<file path="src/rtl/desau_pkg.sv">
/*
 Constants, field layouts and types shared by the digit conversion unit.
 Assumes a 16-bit data memory word and 4-bit hexadecimal digits.
*/
package desau_pkg;
   typedef enum logic [1:0] {DESAU_OP_ENC, DESAU_OP_SEG, DESAU_OP_CHR} desau_op_type;

   localparam int WORD_W = 16;
   localparam int DIGIT_W = 4;
   localparam int BYTE_W = 8;

   // Register port map
   localparam int REG_AW = 2;
   localparam logic [1:0] REG_STATUS = 2'h0;
   localparam logic [1:0] REG_CLEAR = 2'h1;
   localparam logic [1:0] REG_ENABLE = 2'h2;
   localparam int STAT_W = 2;
   localparam int STAT_DONE = 0;
   localparam int STAT_ERR = 1;

   // Designator fields
   localparam int DI_FIRST_LSB = 0;
   localparam int DI_CNT_LSB = 4;
   localparam int DI_MODE_LSB = 8;
   localparam int DI_TOP_LSB = 12;
   localparam int DI_HALF_BIT = 8;
   localparam int DI_PAR_LSB = 9;
   localparam logic [3:0] DI_DIGIT_MAX = 4'h3;
   localparam logic [3:0] DI_SEG_MODE_MAX = 4'h1;
   localparam logic [3:0] DI_CHR_MODE_MAX = 4'h5;
   localparam logic [3:0] DI_ZERO = 4'h0;

   localparam logic [1:0] PAR_NONE = 2'h0;
   localparam logic [1:0] PAR_EVEN = 2'h1;
   localparam logic [1:0] PAR_ODD = 2'h2;

   // Segment patterns, digit F in the top byte down to digit 0 in the bottom
   localparam logic [127:0] SEG_LUT = 128'h71795E397C776F7F277D6D664F5B063F;
   localparam logic [7:0] SEG_EIGHT = 8'h7F;
   localparam logic [3:0] DIGIT_EIGHT = 4'h8;

   localparam logic [3:0] ASC_DEC_MAX = 4'h9;
   localparam logic [7:0] ASC_NUM_BASE = 8'h30;
   localparam logic [7:0] ASC_ALPHA_BASE = 8'h37;
endpackage

</file>
<file path="src/rtl/desau_unit.sv">
/*
 Digit conversion unit: priority encoder, 7-segment decoder and character
 converter with parity. Assumes a data memory that returns read data the
 cycle after its read strobe and a sequencer that supplies area limits and
 an indirect-operand fault flag with each command.
*/
// Function
// - Execution condition false: no conversion, no destination word changes.
// - Encoder writes highest set bit number of a source word as one digit.
// - Up to four source words fill digits in order, wrapping past digit three.
// - Encoder designator low two digits must be 0 to 3, else error.
// - Encoder flags an error for any zero source word.
// - Encoder flags an error when the last source word leaves its area.
// - Any bad indirect operand flags an error.
// - Segment decoder turns each chosen digit into an 8-bit pattern.
// - Designator gives first digit, count and starting byte half; halves follow.
// - Segment and character digits wrap to digit zero of the source.
// - Segments g..a in bits 6..0, bit 7 zero, fixed hex table.
// - Segment and character flag invalid designators and destination overrun.
// - Character converter turns each chosen digit into an 8-bit code.
// - Character codes fill successive byte halves from the chosen half.
// - No parity: top bit of every code is zero.
// - Even parity: top bit makes the byte's one count even.
// - Odd parity: top bit makes the byte's one count odd.
`timescale 1ns/100ps
module desau_unit #(
   parameter int ADDR_W = 16
) (
   input wire logic clk,
   input wire logic rst_n,
   input wire logic cmdValid,
   input wire desau_pkg::desau_op_type cmdOp,
   input wire logic execCond,
   input wire logic opndFault,
   input wire logic [ADDR_W-1:0] srcAddr,
   input wire logic [ADDR_W-1:0] dstAddr,
   input wire logic [desau_pkg::WORD_W-1:0] digitDesignator,
   input wire logic [ADDR_W-1:0] srcAreaEnd,
   input wire logic [ADDR_W-1:0] dstAreaEnd,
   output logic busy,
   output logic done,
   output logic errorFlag,
   output logic [ADDR_W-1:0] memAddr,
   output logic memRd,
   output logic memWr,
   output logic [desau_pkg::WORD_W-1:0] memWdata,
   input wire logic [desau_pkg::WORD_W-1:0] memRdata,
   input wire logic [desau_pkg::REG_AW-1:0] regAddr,
   input wire logic [desau_pkg::WORD_W-1:0] regWdata,
   input wire logic regWr,
   input wire logic regRd,
   output logic [desau_pkg::WORD_W-1:0] regRdata,
   output logic irq
);
   if (ADDR_W < 4) begin : g_chk
      $error("ADDR_W too small");
   end

   typedef enum logic [2:0] {
      ST_IDLE, ST_CHECK, ST_WSRC, ST_WDST, ST_FILL, ST_WRITE, ST_NEXT
   } desau_state_type;

   desau_state_type state_r;
   desau_pkg::desau_op_type op_r;
   logic [desau_pkg::WORD_W-1:0] di_r;
   logic [ADDR_W-1:0] sAddr_r;
   logic [ADDR_W-1:0] dAddr_r;
   logic [ADDR_W-1:0] sEnd_r;
   logic [ADDR_W-1:0] dEnd_r;
   logic fault_r;
   logic [1:0] idx_r;
   logic half_r;
   logic last_r;
   logic [desau_pkg::WORD_W-1:0] buf_r;
   logic [desau_pkg::WORD_W-1:0] srcWord_r;
   logic busy_r;
   logic done_r;
   logic errorFlag_r;
   logic [ADDR_W-1:0] memAddr_r;
   logic memRd_r;
   logic memWr_r;
   logic [desau_pkg::WORD_W-1:0] memWdata_r;
   logic [desau_pkg::STAT_W-1:0] status_r;
   logic [desau_pkg::STAT_W-1:0] enable_r;
   logic [desau_pkg::WORD_W-1:0] regRdata_r;
   logic irq_r;

   assign busy = busy_r;
   assign done = done_r;
   assign errorFlag = errorFlag_r;
   assign memAddr = memAddr_r;
   assign memRd = memRd_r;
   assign memWr = memWr_r;
   assign memWdata = memWdata_r;
   assign regRdata = regRdata_r;
   assign irq = irq_r;

   // Highest set bit number; zero words are trapped before use
   function automatic logic [3:0] priEnc(input logic [desau_pkg::WORD_W-1:0] w);
      logic [3:0] r;
      r = 4'h0;
      for (int i = 0; i < desau_pkg::WORD_W; i++) begin
         if (w[i]) begin
            r = 4'(i);
         end
      end
      return r;
   endfunction

   logic [3:0] diFirst;
   logic [3:0] diCnt;
   logic [3:0] diMode;
   logic [3:0] diTop;
   logic [1:0] cntM1;
   logic [1:0] digIdx;
   logic [3:0] srcDigit;
   logic [1:0] parMode;
   logic [7:0] chrCode;
   logic [7:0] outByte;
   logic [2:0] lastByte;
   logic [ADDR_W:0] srcLast;
   logic [ADDR_W:0] dstLast;
   logic diBad;
   logic areaBad;
   logic chkErr;

   always_comb begin
      diFirst = di_r[desau_pkg::DI_FIRST_LSB +: 4];
      diCnt = di_r[desau_pkg::DI_CNT_LSB +: 4];
      diMode = di_r[desau_pkg::DI_MODE_LSB +: 4];
      diTop = di_r[desau_pkg::DI_TOP_LSB +: 4];
      cntM1 = diCnt[1:0];
      parMode = di_r[desau_pkg::DI_PAR_LSB +: 2];
      digIdx = diFirst[1:0] + idx_r;
      srcDigit = srcWord_r[{digIdx, 2'b00} +: desau_pkg::DIGIT_W];
      diBad = (diFirst > desau_pkg::DI_DIGIT_MAX) || (diCnt > desau_pkg::DI_DIGIT_MAX)
              || (diTop != desau_pkg::DI_ZERO);
      unique case (op_r)
         desau_pkg::DESAU_OP_ENC: diBad = diBad || (diMode != desau_pkg::DI_ZERO);
         desau_pkg::DESAU_OP_SEG: diBad = diBad || (diMode > desau_pkg::DI_SEG_MODE_MAX);
         default: diBad = diBad || (diMode > desau_pkg::DI_CHR_MODE_MAX);
      endcase
      lastByte = {2'b00, di_r[desau_pkg::DI_HALF_BIT]} + {1'b0, cntM1};
      srcLast = {1'b0, sAddr_r} + {{(ADDR_W-1){1'b0}}, cntM1};
      dstLast = {1'b0, dAddr_r} + {{(ADDR_W-1){1'b0}}, lastByte[2:1]};
      areaBad = (sAddr_r > sEnd_r) || (dAddr_r > dEnd_r);
      if (op_r == desau_pkg::DESAU_OP_ENC) begin
         areaBad = areaBad || (srcLast > {1'b0, sEnd_r});
      end else begin
         areaBad = areaBad || (dstLast > {1'b0, dEnd_r});
      end
      chkErr = fault_r || diBad || areaBad;
      chrCode = ((srcDigit > desau_pkg::ASC_DEC_MAX) ? desau_pkg::ASC_ALPHA_BASE
                 : desau_pkg::ASC_NUM_BASE) + {4'h0, srcDigit};
      if (op_r == desau_pkg::DESAU_OP_SEG) begin
         outByte = desau_pkg::SEG_LUT[{srcDigit, 3'b000} +: desau_pkg::BYTE_W];
      end else begin
         unique case (parMode)
            desau_pkg::PAR_EVEN: outByte = {^chrCode[6:0], chrCode[6:0]};
            desau_pkg::PAR_ODD: outByte = {~^chrCode[6:0], chrCode[6:0]};
            default: outByte = {1'b0, chrCode[6:0]};
         endcase
      end
   end

   // Sequencer and memory port
   always_ff @(posedge clk or negedge rst_n) begin
      if (!rst_n) begin
         state_r <= ST_IDLE;
         op_r <= desau_pkg::DESAU_OP_ENC;
         di_r <= '0;
         sAddr_r <= '0;
         dAddr_r <= '0;
         sEnd_r <= '0;
         dEnd_r <= '0;
         fault_r <= 1'b0;
         idx_r <= 2'h0;
         half_r <= 1'b0;
         last_r <= 1'b0;
         buf_r <= '0;
         srcWord_r <= '0;
         busy_r <= 1'b0;
         done_r <= 1'b0;
         errorFlag_r <= 1'b0;
         memAddr_r <= '0;
         memRd_r <= 1'b0;
         memWr_r <= 1'b0;
         memWdata_r <= '0;
      end else begin
         memRd_r <= 1'b0;
         memWr_r <= 1'b0;
         done_r <= 1'b0;
         unique case (state_r)
            ST_IDLE: begin
               if (cmdValid) begin
                  if (!execCond) begin
                     done_r <= 1'b1;
                     errorFlag_r <= 1'b0;
                  end else begin
                     op_r <= cmdOp;
                     di_r <= digitDesignator;
                     sAddr_r <= srcAddr;
                     dAddr_r <= dstAddr;
                     sEnd_r <= srcAreaEnd;
                     dEnd_r <= dstAreaEnd;
                     fault_r <= opndFault;
                     busy_r <= 1'b1;
                     state_r <= ST_CHECK;
                  end
               end
            end
            ST_CHECK: begin
               idx_r <= 2'h0;
               half_r <= di_r[desau_pkg::DI_HALF_BIT];
               last_r <= 1'b0;
               if (chkErr) begin
                  done_r <= 1'b1;
                  errorFlag_r <= 1'b1;
                  busy_r <= 1'b0;
                  state_r <= ST_IDLE;
               end else begin
                  memRd_r <= 1'b1;
                  if (op_r == desau_pkg::DESAU_OP_ENC) begin
                     memAddr_r <= dAddr_r;
                     state_r <= ST_WDST;
                  end else begin
                     memAddr_r <= sAddr_r;
                     state_r <= ST_WSRC;
                  end
               end
            end
            ST_WSRC: begin
               if (!memRd_r) begin
                  if (op_r != desau_pkg::DESAU_OP_ENC) begin
                     srcWord_r <= memRdata;
                     memRd_r <= 1'b1;
                     memAddr_r <= dAddr_r;
                     state_r <= ST_WDST;
                  end else if (memRdata == '0) begin
                     done_r <= 1'b1;
                     errorFlag_r <= 1'b1;
                     busy_r <= 1'b0;
                     state_r <= ST_IDLE;
                  end else begin
                     buf_r[{digIdx, 2'b00} +: desau_pkg::DIGIT_W] <= priEnc(memRdata);
                     if (idx_r == cntM1) begin
                        state_r <= ST_WRITE;
                     end else begin
                        idx_r <= idx_r + 2'h1;
                        memRd_r <= 1'b1;
                        memAddr_r <= memAddr_r + 1'b1;
                     end
                  end
               end
            end
            ST_WDST: begin
               if (!memRd_r) begin
                  buf_r <= memRdata;
                  if (op_r == desau_pkg::DESAU_OP_ENC) begin
                     memRd_r <= 1'b1;
                     memAddr_r <= sAddr_r;
                     state_r <= ST_WSRC;
                  end else begin
                     state_r <= ST_FILL;
                  end
               end
            end
            ST_FILL: begin
               buf_r[{half_r, 3'b000} +: desau_pkg::BYTE_W] <= outByte;
               idx_r <= idx_r + 2'h1;
               half_r <= ~half_r;
               if (idx_r == cntM1) begin
                  last_r <= 1'b1;
                  state_r <= ST_WRITE;
               end else if (half_r) begin
                  state_r <= ST_WRITE;
               end
            end
            ST_WRITE: begin
               memWr_r <= 1'b1;
               memAddr_r <= dAddr_r;
               memWdata_r <= buf_r;
               if (op_r == desau_pkg::DESAU_OP_ENC || last_r) begin
                  done_r <= 1'b1;
                  errorFlag_r <= 1'b0;
                  busy_r <= 1'b0;
                  state_r <= ST_IDLE;
               end else begin
                  dAddr_r <= dAddr_r + 1'b1;
                  state_r <= ST_NEXT;
               end
            end
            ST_NEXT: begin
               memRd_r <= 1'b1;
               memAddr_r <= dAddr_r;
               state_r <= ST_WDST;
            end
         endcase
      end
   end

   // Register port and interrupt
   logic [desau_pkg::STAT_W-1:0] evt;
   assign evt = {done_r & errorFlag_r, done_r};

   always_ff @(posedge clk or negedge rst_n) begin
      if (!rst_n) begin
         status_r <= '0;
         enable_r <= '0;
         regRdata_r <= '0;
         irq_r <= 1'b0;
      end else begin
         if (regWr && regAddr == desau_pkg::REG_CLEAR) begin
            status_r <= (status_r & ~regWdata[desau_pkg::STAT_W-1:0]) | evt;
         end else begin
            status_r <= status_r | evt;
         end
         if (regWr && regAddr == desau_pkg::REG_ENABLE) begin
            enable_r <= regWdata[desau_pkg::STAT_W-1:0];
         end
         regRdata_r <= '0;
         if (regRd) begin
            unique case (regAddr)
               desau_pkg::REG_STATUS: regRdata_r <= {{(desau_pkg::WORD_W-2){1'b0}}, status_r};
               desau_pkg::REG_ENABLE: regRdata_r <= {{(desau_pkg::WORD_W-2){1'b0}}, enable_r};
               default: regRdata_r <= '0;
            endcase
         end
         irq_r <= |(status_r & enable_r);
      end
   end
endmodule

</file>
<file path="config.mk">
export PLATFORM = sky130hd
export DESIGN_NAME = desau_unit
export DESIGN_NICKNAME = d
export VERILOG_FILES = /design/src/rtl/desau_pkg.sv /design/src/rtl/desau_unit.sv
export SDC_FILE = /design/constraint.sdc
export NUM_CORES = 1
export LEC_CHECK = 0
export ABC_AREA = 0
export CAP_MARGIN = 25
export CORE_MARGIN = 1
export CORE_UTILIZATION = 55
export DETAILED_ROUTE_END_ITERATION = 12
export DONT_BUFFER_PORTS = 1
export GPL_ROUTABILITY_DRIVEN = 0
export PLACE_DENSITY = 0.79
export SYNTH_ARGS = -nofsm -noshare
export SYNTH_HDL_FRONTEND = slang
export SYNTH_SLANG_ARGS = --single-unit
</file>
<file path="constraint.sdc">
create_clock -name clk -period 4.1 [get_ports clk]
set_clock_uncertainty 0.05 [all_clocks]
set_input_delay 0.615 -clock clk [delete_from_list [all_inputs] [get_ports clk]]
set_output_delay 0.615 -clock clk [all_outputs]
set_load 0.03 [all_outputs]
</file>
# Yosys cells after proc, flatten, opt, wreduce, memory -nomap -nowiden
# Index checks and enable logic that the tools add are counted.
[op_classes]
shifts = 6
n_eq_ne = 31
addsub = 10
n_mux = 101
n_reduce_logical = 40
magnitude_cmp = 9
bitwise_logic = 8
[op_table]
columns = ["op", "count"]
rows = [
  ["16-bit two-way mux", 15],
  ["128-bit by 8-bit variable part select with 8-bit output, first input constant", 1],
  ["4-bit two-way mux", 18],
  ["16-bit case mux with 4 select lines", 1],
  ["16-bit case mux with 3 select lines", 1],
  ["3-bit two-way mux", 12],
  ["16-bit by 2-bit adder with 17-bit output", 2],
  ["17-bit by 16-bit > comparator with 1-bit output", 2],
  ["16-bit by 1-bit adder with 16-bit output, second input constant", 2],
  ["16-bit bitwise mux", 2],
  ["16-bit > comparator", 2],
  ["1-bit two-way mux", 32],
  ["16-bit case mux with 2 select lines", 1],
  ["2-bit != test, second input constant", 15],
  ["3-bit case mux with 7 select lines", 1],
  ["16-bit logical NOT", 1],
  ["1-bit case mux with 4 select lines", 4],
  ["8-bit case mux with 2 select lines", 1],
  ["8-bit AND reduction", 2],
  ["4-bit nonzero test", 4],
  ["4-bit by 6-bit variable shift with 16-bit output, first input constant", 1],
  ["8-bit by 6-bit variable shift with 16-bit output, first input constant", 1],
  ["16-bit by 5-bit variable part select with 4-bit output", 1],
  ["4-bit by 6-bit variable part select with 16-bit output", 1],
  ["other kinds (43)", 82],
]
[word_totals]
register_bits = 180
in_bits = 123
wordCells = 229
output_inout_bits = 54

# Longest topological paths before layout
# Gate-level depths: netlist of run 1.
[logic_depth]
word_depth = 25
depth_mapped = 19
ltp_nobuf = 17

# Worst setup path before layout of run 1
# No wires, ideal clock.
[synth_path]
kind = "reg2reg"
from = "register idx_r[0]"
to = "register with a tool-made name"
period_less_slack_ns = 4.287
required_ns = 3.931
setup_time_ns = 0.119
path_stages_with_launch = 18
t_arrival_ns = 4.118
setup_slack_ns = -0.187
n_path_buf = 3
path_cell_list = "dfrtp_1 ha_1 buf_1 mux2i_1 inv_1 ha_1 buf_2 nor2_1 nor2_1 nor2_1 ha_1 fa_1 clkbuf_1 a211oi_1 o32a_1 a222oi_1 o211ai_1 o21a_1"
[synth_lines]
columns = ["item", "line_no", "text"]
rows = [
  ["start: declaration", "desau_unit.sv:71", "logic [1:0] idx_r;"],
  ["start signal: assignment", "desau_unit.sv:249", "idx_r <= idx_r + 2'h1;"],
  ["start signal: assignment", "desau_unit.sv:270", "idx_r <= idx_r + 2'h1;"],
]

# Worst setup path after layout of run 1
[layout_path]
from = "register di_r[4] (netlist bit)"
to = "register memAddr_r[1], in the netlist memAddr[1]"
[layout_between]
elab_chain_len = 9
word_cells_on_any_way = 21
cone_classes = "add/sub: 3; order compare: 3; eq/ne: 3; mux: 2; reduce/logical: 10"
[layout_lines]
columns = ["item", "line_no", "text"]
rows = [
  ["start: declaration", "desau_unit.sv:65", "logic [desau_pkg::WORD_W-1:0] di_r;"],
  ["start signal: assignment", "desau_unit.sv:201", "di_r <= digitDesignator;"],
  ["parallel branches: the longest is 8 deep, another holds 16-bit by 2-bit adder with 17-bit output", "-", ""],
  ["7-bit AND reduction (no line) (*)", "-", ""],
  ["end signal: assignment", "desau_unit.sv:224", "memAddr_r <= dAddr_r;"],
  ["end signal: assignment", "desau_unit.sv:227", "memAddr_r <= sAddr_r;"],
  ["end signal: assignment", "desau_unit.sv:237", "memAddr_r <= dAddr_r;"],
  ["end: declaration", "desau_unit.sv:79", "logic [ADDR_W-1:0] memAddr_r;"],
]
# Mark *: on every way between the ends.
# A chain may end at the register's enable or synchronous reset.

==> results of run 1 <==
-- per-stage QoR --
stage	hold slack [ps]	TNS (ps)	instances	total power [mW]	setup WS (ps)
after floorplan	269	0	1243	8.07	44.6
after global placement	273	-770	1485	9.57	-87.1
after detailed placement	274	-2300	1485	9.86	-182
after CTS	-195	0	1518	11.9	0.136
after global routing	-204	-1070	1524	13.3	-118
final	-192	-15.8	1524	12.5	-15.8
-- synthesized netlist by cell type (10+ instances only) --
| library cell | n |
|---|---|
| dfrtp_1 | 166 |
| nand2_1 | 140 |
| mux2_2 | 89 |
| nor2_1 | 84 |
| ha_1 | 83 |
| o21ai_0 | 75 |
| a21oi_1 | 64 |
| inv_1 | 58 |
| clkbuf_1 | 51 |
| nand3_1 | 40 |
| o22ai_1 | 23 |
| xnor2_1 | 22 |
| nand4_1 | 21 |
| nor3_1 | 18 |
| and3_1 | 15 |
| buf_4 | 15 |
| a21o_1 | 14 |
| mux2i_1 | 14 |
| nor4_1 | 14 |
| xor2_1 | 14 |
| a211oi_1 | 13 |
| a222oi_1 | 12 |
| o211ai_1 | 12 |
| a31oi_1 | 11 |
| nand2b_1 | 10 |
| nor2b_1 | 10 |
| o21a_1 | 10 |
-- cell families after synthesis --
logic type,Yosys count,share of synthesized area (%)
simple gates,389,16.4
compound gates,308,18.1
buf+inv,137,5.21
xor+xnor,37,3.02
fa+ha+maj,86,9.78
other cells,1,0.0334
flops,166,37.0
mux,106,10.5
-- area by class of cell --
| class | count | area, um^2 |
|---|---|---|
| diodes | 1 | 2.50 |
| clock buffers | 20 | 437 |
| clock inverters | 12 | 248 |
| fillers | 1539 | 7000 |
| inverters | 58 | 218 |
| multi-input cells | 940 | 6840 |
| flip-flops and latches | 166 | 4160 |
| well taps | 265 | 332 |
| repair buffers | 62 | 488 |
-- state kept, by name, indices dropped and copies added (netlist names), named ones only --
register / count
enable_r: 2
busy: 1
memRd: 1
regRdata: 2
last_r: 1
status_r: 2
state_r: 3
dAddr_r: 16
srcWord_r: 16
irq: 1
half_r: 1
idx_r: 2
fault_r: 1
op_r: 2
memWdata: 16
memAddr: 16
sAddr_r: 16
done: 1
errorFlag: 1
sEnd_r: 16
di_r: 16
dEnd_r: 16
memWr: 1
-- power groups by stage --
| stage | clock, mW | sequential, mW | combinational [mW] |
|---|---|---|---|
| 2_1_floorplan | 0 | 3.18 | 4.89 |
| 3_3_place_gp | 0 | 3.52 | 6.06 |
| 3_5_place_dp | 0 | 3.56 | 6.31 |
| 4_1_cts | 1.91 | 3.53 | 6.44 |
| 5_1_grt | 1.99 | 3.67 | 7.68 |
| 6_report | 1.91 | 3.58 | 7.01 |
-- what timing repair did --
item                                    CTS  global route
cloned                                    1             0
setup buffers                             0             5
endpoints found under the setup margin   20            23
pin swaps                                 4            20
hold endpoints to repair                166           166
resized for setup                        12            56
-- final timing paths --
| kind | start | cells past startpoint | endpoint |
|---|---|---|---|
| max | di_r[4] | 17 | memAddr[1] |
| min | rst_n | 0 | sAddr_r[6] |
| max reg2reg | di_r[4] | 17 | memAddr[1] |
| min reg2reg | flop | 2 | memWdata[3] |
| max in group asynchronous | rst_n | 0 | memWdata[0] |
| min in group clk | dstAddr[0] | 2 | dAddr_r[0] |
-- layout by cell type, fill, tap and decap left out, drive strengths merged, types with 11 or more instances in the layout --
cell type / Yosys / layout
a211oi: 13 / 13
a21o: 14 / 14
a21oi: 64 / 64
a222oi: 12 / 12
a31oi: 11 / 11
and2: 11 / 11
and3: 15 / 15
buf: 28 / 62
clkbuf: 51 / 20
conb: 1 / 14
dfrtp: 166 / 166
ha: 83 / 83
inv: 58 / 59
mux2: 91 / 91
mux2i: 15 / 15
nand2: 140 / 140
nand3: 40 / 40
nand4: 21 / 21
nor2: 84 / 84
nor3: 18 / 18
nor4: 14 / 14
o211ai: 12 / 12
o21ai: 77 / 77
o22ai: 23 / 23
xnor2: 22 / 22
xor2: 14 / 14
-- routing by layer --
| layer | global-route usage (%) | vias to the layer above | wire length (um) |
|---|---|---|---|
| met5 | 0 | - | 0 |
| met4 | 13.1 | 0 | 1440 |
| met3 | 6.04 | 104 | 2420 |
| met2 | 49.3 | 455 | 15300 |
| met1 | 35.1 | 4779 | 11900 |
| li1 | - | 4498 | - |
-- worst max-delay path, delay by kind of cell (launching register included) --
| kind | cells | cell delay [ps] |
|---|---|---|
| xor+xnor | 1 | 160 |
| mux | 1 | 310 |
| simple gates | 5 | 840 |
| fa+ha+maj | 3 | 820 |
| buf+inv | 2 | 160 |
| compound gates | 5 | 1240 |
| flops | 1 | 420 |
==> key figures, run 1 <==
Worst setup path
  – Worst path max stage delay: around 420 ps
  – Crit path launch type: flop
  – Crit end category: flop
  – Slowest-stage cell, CP: dfrtp_2
  – Setup slack, reg-to-reg: -20 ps
  – Crit path kind: flop to flop
  – Crit-path cells: buf_6, ha_4, inv_2, fa_2, nor3b_4, and2_4, and4_4, nand3_2, xnor2_2, ha_1, a211o_1, a21oi_2, nand2_1, o21ai_2, a31oi_4, o31a_4, mux2_4
  – CP max FO: 7
  – Crit path DAT: 4390 ps
  – Worst Path Required: 4380 ps

Synthesis
  – Post-synthesis cell type count: 70
  – Syn. warnings: 0
  – Syn_area_per_cell: approximately 9 um^2
  – Area contributors post-synth: dfrtp_1 37%, ha_1 9.2%, mux2_2 8.9%, nand2_1 4.7%, o21ai_0 3.3%
  – Ys async rst share: 100%
  – Top FF cell, synth: dfrtp_1
  – Synth top area share: a little under two fifths
  – Yosys reg bits: 166
  – Number of flops mapped to enable cells by yosys: 0
  – Post-synthesis cell count: 1230
  – Mapped Area: around 11000 um^2
  – Area leader, netlist: dfrtp_1
  – Seq/Total Area, Yosys: a little under two fifths

Clock network
  – CTS Sinks: 166
  – Clock latency at the later pin of the worst-skew pair: ~450 ps
  – CTS buffer count: 17
  – CTS tree: done
  – Clock buffer depth: 2
  – CTS clk-pin slew, worst paths: around 70 ps
  – H-tree depth: 4
  – Clk root buf: clkbuf_16

GRT
  – Pin count of the biggest net entering global routing: 167
  – Global-route usage over all layers: between 20% and 30%
  – Global-route wire length before repair: a little under 50000 um
  – Vias in the first global route: 9400
  – Initial antenna violation count: 1
  – Remaining Overflow, GRT: 0

Routing
  – DRC Markers: 0
  – Post-Route WL: 31100 um
  – Initial DRC Count: around 1000
  – Antenna viol nets, final: 0
  – First drt pass iteration count: 6
  – Via density: 6.45
  – DR WL/cell: 20.4 um
  – Routed vias: a little under 10000

Floorplan
  – Die width: approximately 140 um
  – Initial cell density of the core: 57.0%
  – Die height: 145 um
  – Row Count: just over 50
  – I/O pins: about 180
  – Area of the die: ~21000 um^2
  – Core ar.: 19700 um^2

Power and ir drop
  – Psw: 5.69 mW
  – Clock Power Share: 15.3%
  – Internal cell power: 6.80 mW
  – Combinational Power Share: a little under three fifths
  – Leakage: around 5.7 nW
  – Power Density: between 900 and 1000 nW/um^2
  – Sw frac: 45.5%
  – Sequential power share: between 20 and 30%
  – VDD IR max: approximately 0.00055 V

Timing
  – Fmax: around 240 MHz
  – RSZ-0062 raised after global routing: yes
  – Final Slew Violations: 0
  – Fin crit share: 100%
  – # setup viols final: 1
  – Hold Violations, Final: ~170
  – Setup ws final: -15.8 ps
  – Slew margin rel.: between 20% and 30%
  – Final Critical Period: 4120 ps
  – Hold_ws: -192 ps
  – Worst Tran Pin Value: 1120 ps

Status
  – Outcome: finished with violations
  – Failing checks: hold timing, setup timing

Job
  – Max_cap viols: 0

Placement
  – Cell Area, Placed: ~12000 um^2
  – IO Port Bufs: 0
  – Final HPWL DP: 21800 um

Finish
  – Area grow syn2layout: 13.3%
  – Total Nets Final: around 1500
  – Share of layout cells above drive strength 1: between 10% and 20%
  – Final Util: 64.5%
  – Area of all placed cells without fillers: roughly 13000 um^2

Hold path
  – HP Class: primary input to async pin
(Power assumes the default switching activity.)
==> run 2, diff against run 1 <==
--- a/config.mk
+++ b/config.mk
@@ -13,6 +13,8 @@
 export DONT_BUFFER_PORTS = 1
 export GPL_ROUTABILITY_DRIVEN = 0
 export PLACE_DENSITY = 0.79
+export RECOVER_POWER = 100
+export SLEW_MARGIN = 20
 export SYNTH_ARGS = -nofsm -noshare
 export SYNTH_HDL_FRONTEND = slang
 export SYNTH_SLANG_ARGS = --single-unit
==> run 2 against run 1 <==
  * The run ends with hold timing, capacitance limit, slew limit, setup timing left
  * Die area did not move
  * First-iteration DRC count up 1.3%
  * Final area down 0.27%
  * Global-route usage unchanged
  * Utilization down 0.17 points
  * Critical path depth unchanged
  * Routed wire length about the same
  * Register-to-register slack about the same
  * Worst setup slack better by 5.0 ps
  * Highest routed layer unchanged
  * Largest cell class unchanged
  * Non-clock buffer count unchanged
  * Via count shrank 0.20%
==> key figures, run 2 (same netlist as run 1, synthesis figures left out) <==
Clock network
  – CTS clk-pin slew, worst paths: 70 ps (about the same)
  – CTS Sinks: 166 (unchanged)
  – Clk root buf: clkbuf_16 (unchanged)
  – Clock buffer depth: 2 (unchanged)
  – H-tree depth: 4 (unchanged)
  – Clock latency at the later pin of the worst-skew pair: 440 ps (was 450 ps)
  – CTS buffer count: 17 (unchanged)
  – CTS tree: done (unchanged)

Worst setup path
  – Crit path kind: flop to flop (unchanged)
  – Crit end category: flop (unchanged)
  – Reg-to-Reg End: memAddr[1] (unchanged)
  – FF-to-FF Start: di_r[4] (unchanged)
  – Slowest-stage cell, CP: o31a_4 (was dfrtp_2)
  – Crit path launch type: flop (unchanged)
  – Crit-path cells: buf_6, ha_4, inv_2, fa_2, nor3b_4, and2_4, and4_4, nand3_2, xnor2_2, ha_1, a211o_1, a21oi_2, nand2_1, o21ai_2, a31oi_4, o31a_4, mux2_4 (unchanged)
  – Crit path DAT: 4380 ps (was 4390 ps)
  – CP max FO: 7 (unchanged)
  – CP bufs+invs: 2 (unchanged)
  – Worst Path Required: 4370 ps (was 4380 ps)
  – Worst path max stage delay: 430 ps (was 420 ps)
  – Worst R2R Path Depth: 17 (unchanged)
  – Setup slack, reg-to-reg: -10 ps (was -20 ps)
  – CP top delay family: compound AO/OA/AOI/OAI gates (unchanged)

Finish
  – FILL cells: 1553 (was 1539)
  – Register Area: 4160 um^2 (about the same)
  – Final Util: 64.4% (was 64.5%)
  – Multi-input combinational cell area: 6830 um^2 (was 6840 um^2)
  – Total Nets Final: 1454 (unchanged)
  – Area grow syn2layout: 13.0% (was 13.3%)
  – Commonest non-fill, non-tap cell in the layout: dfrtp_1 (unchanged)
  – Most frequent cells in the layout: 165 x dfrtp_1, 139 x nand2_1, 86 x mux2_2, 81 x nor2_1, 79 x ha_1 (was 164 x dfrtp_1, 139 x nand2_1, 87 x mux2_2, 81 x nor2_1, 79 x ha_1)
  – Share of layout cells above drive strength 1: 18.2% (was 19.0%)

Power and ir drop
  – Leakage: 5.67 nW (was 5.69 nW)
  – Power Density: 981 nW/um^2 (was 982 nW/um^2)
  – VDD IR max: 0.000533 V (was 0.000549 V)
  – Final Total Pwr: 12.4 mW (was 12.5 mW)

Status
  – Outcome: finished with violations (unchanged)
  – Failing checks: hold timing, capacitance limit, slew limit, setup timing (was hold timing, setup timing)

GRT
  – Global-route wire length before repair: 48600 um (unchanged)
  – Global-route usage over all layers: 29.0% (unchanged)
  – Pin count of the biggest net entering global routing: 167 (unchanged)
  – Remaining Overflow, GRT: 0 (unchanged)
  – Initial antenna violation count: 1 (unchanged)
  – Vias in the first global route: 9400 (unchanged)

Timing
  – Final Critical Period: 4110 ps (was 4120 ps)
  – Slew margin rel.: -23.2% (was 25.4%)
  – Setup ws final: -10.9 ps (was -15.8 ps)
  – RSZ-0062 raised after global routing: yes (unchanged)
  – Hold Violations, Final: 166 (unchanged)
  – Fmax: 243 MHz (about the same)
  – Hold_ws: -181 ps (was -192 ps)
  – Fin crit share: 100% (about the same)
  – Worst Tran Pin Value: 1850 ps (was 1120 ps)
  – # setup viols final: 1 (unchanged)
  – Final Slew Violations: 68 (was 0)

Floorplan
  – Die height: 145 um (unchanged)
  – Initial cell density of the core: 57.0% (unchanged)
  – Die width: 145 um (unchanged)
  – Area of the die: 21000 um^2 (unchanged)
  – I/O pins: 177 (unchanged)
  – Core ar.: 19700 um^2 (unchanged)
  – Row Count: 51 (unchanged)

Routing
  – Routed vias: 9816 (was 9836)
  – Post-Route WL: 31000 um (was 31100 um)
  – Initial DRC Count: 1037 (was 1024)
  – Via density: 6.44 (was 6.45)
  – DR WL/cell: 20.4 um (about the same)
  – Antenna viol nets, final: 0 (unchanged)
  – First drt pass iteration count: 6 (unchanged)
  – DRC Markers: 0 (unchanged)

Job
  – Max_cap viols: 1 (was 0)

Hold path
  – HP Class: primary input to async pin (unchanged)

Placement
  – Pre-CTS WS: -182 ps (unchanged)
  – IO Port Bufs: 0 (unchanged)
  – Final HPWL DP: 21800 um (unchanged)
run 2: cell types whose count changed in the layout (fill, tap and decap cells not counted), sizes merged:
cell | before | now
clkbuf | 20 | 26
buf | 62 | 56
run 2: stage by stage:
| stage | instances | instance area (um^2) | TNS [ps] |
|---|---|---|---|
| 5_1_grt | 1524 | 12700 | -1160 |
| 6_report | 1524 | 12700 | -10.9 |
| 2_1_floorplan | 1243 | 11300 | 0 |
| 4_1_cts | 1518 | 12400 | 0 |
| 3_5_place_dp | 1485 | 11700 | -2300 |
| 3_3_place_gp | 1485 | 11700 | -770 |
run 2: area by class of cell:
| cell class | instances | share of cell area [%] |
|---|---|---|
| Antenna cell | 1 | 0.0197 |
| Clock buffer | 20 | 3.44 |
| Clock inverter | 12 | 1.95 |
| Inverter | 58 | 1.72 |
| Multi-Input combinational cell | 940 | 53.8 |
| Sequential cell | 166 | 32.7 |
| Tap cell | 265 | 2.61 |
| Timing Repair Buffer | 62 | 3.67 |
run 2: worst max path at each step:
stage	startpoint	endpoint	slack (ps)	cells after the start
2_1_floorplan	idx_r[0]	flop	40	19
3_3_place_gp	di_r[4]	memAddr[9]	-90	19
3_5_place_dp	di_r[4]	memAddr[9]	-180	19
4_1_cts	di_r[4]	memAddr[1]	0.1	18
5_1_grt	di_r[4]	memAddr[1]	-120	17
6_report	di_r[4]	memAddr[1]	-10	17
run 2: what timing repair did:
action	CTS	global route
pin swaps	4	20
cloned	1	0
endpoints found under the hold margin	166	166
setup endpoints to repair	20	23
resized for setup	12	56
setup buffers	0	5
run 2: report_power, final:
| part | switching (mW) | internal (mW) | leakage (nW) |
|---|---|---|---|
| registers | 1.20 | 2.37 | 2.02 |
| logic | 3.77 | 3.20 | 3.32 |
| clock network | 0.690 | 1.21 | 0.325 |
run 2: worst register-to-register path: stages, from the launching register on:
cell,delay (ps)
dfrtp_2,420
buf_6,120
ha_4,130
inv_2,40
fa_2,380
nor3b_4,230
and2_4,180
and4_4,240
nand3_2,100
xnor2_2,160
ha_1,310
a211o_1,330
a21oi_2,180
nand2_1,90
o21ai_2,180
a31oi_4,140
o31a_4,430
mux2_4,310
run 2: layer usage:
metal,vias to the layer above,part of all wire (%),global-route usage (%)
met5,-,0,0
met4,0,4.6,13.1
met3,93,7.7,6.04
met2,467,49,49.3
met1,4768,39,35.1
li1,4488,-,-
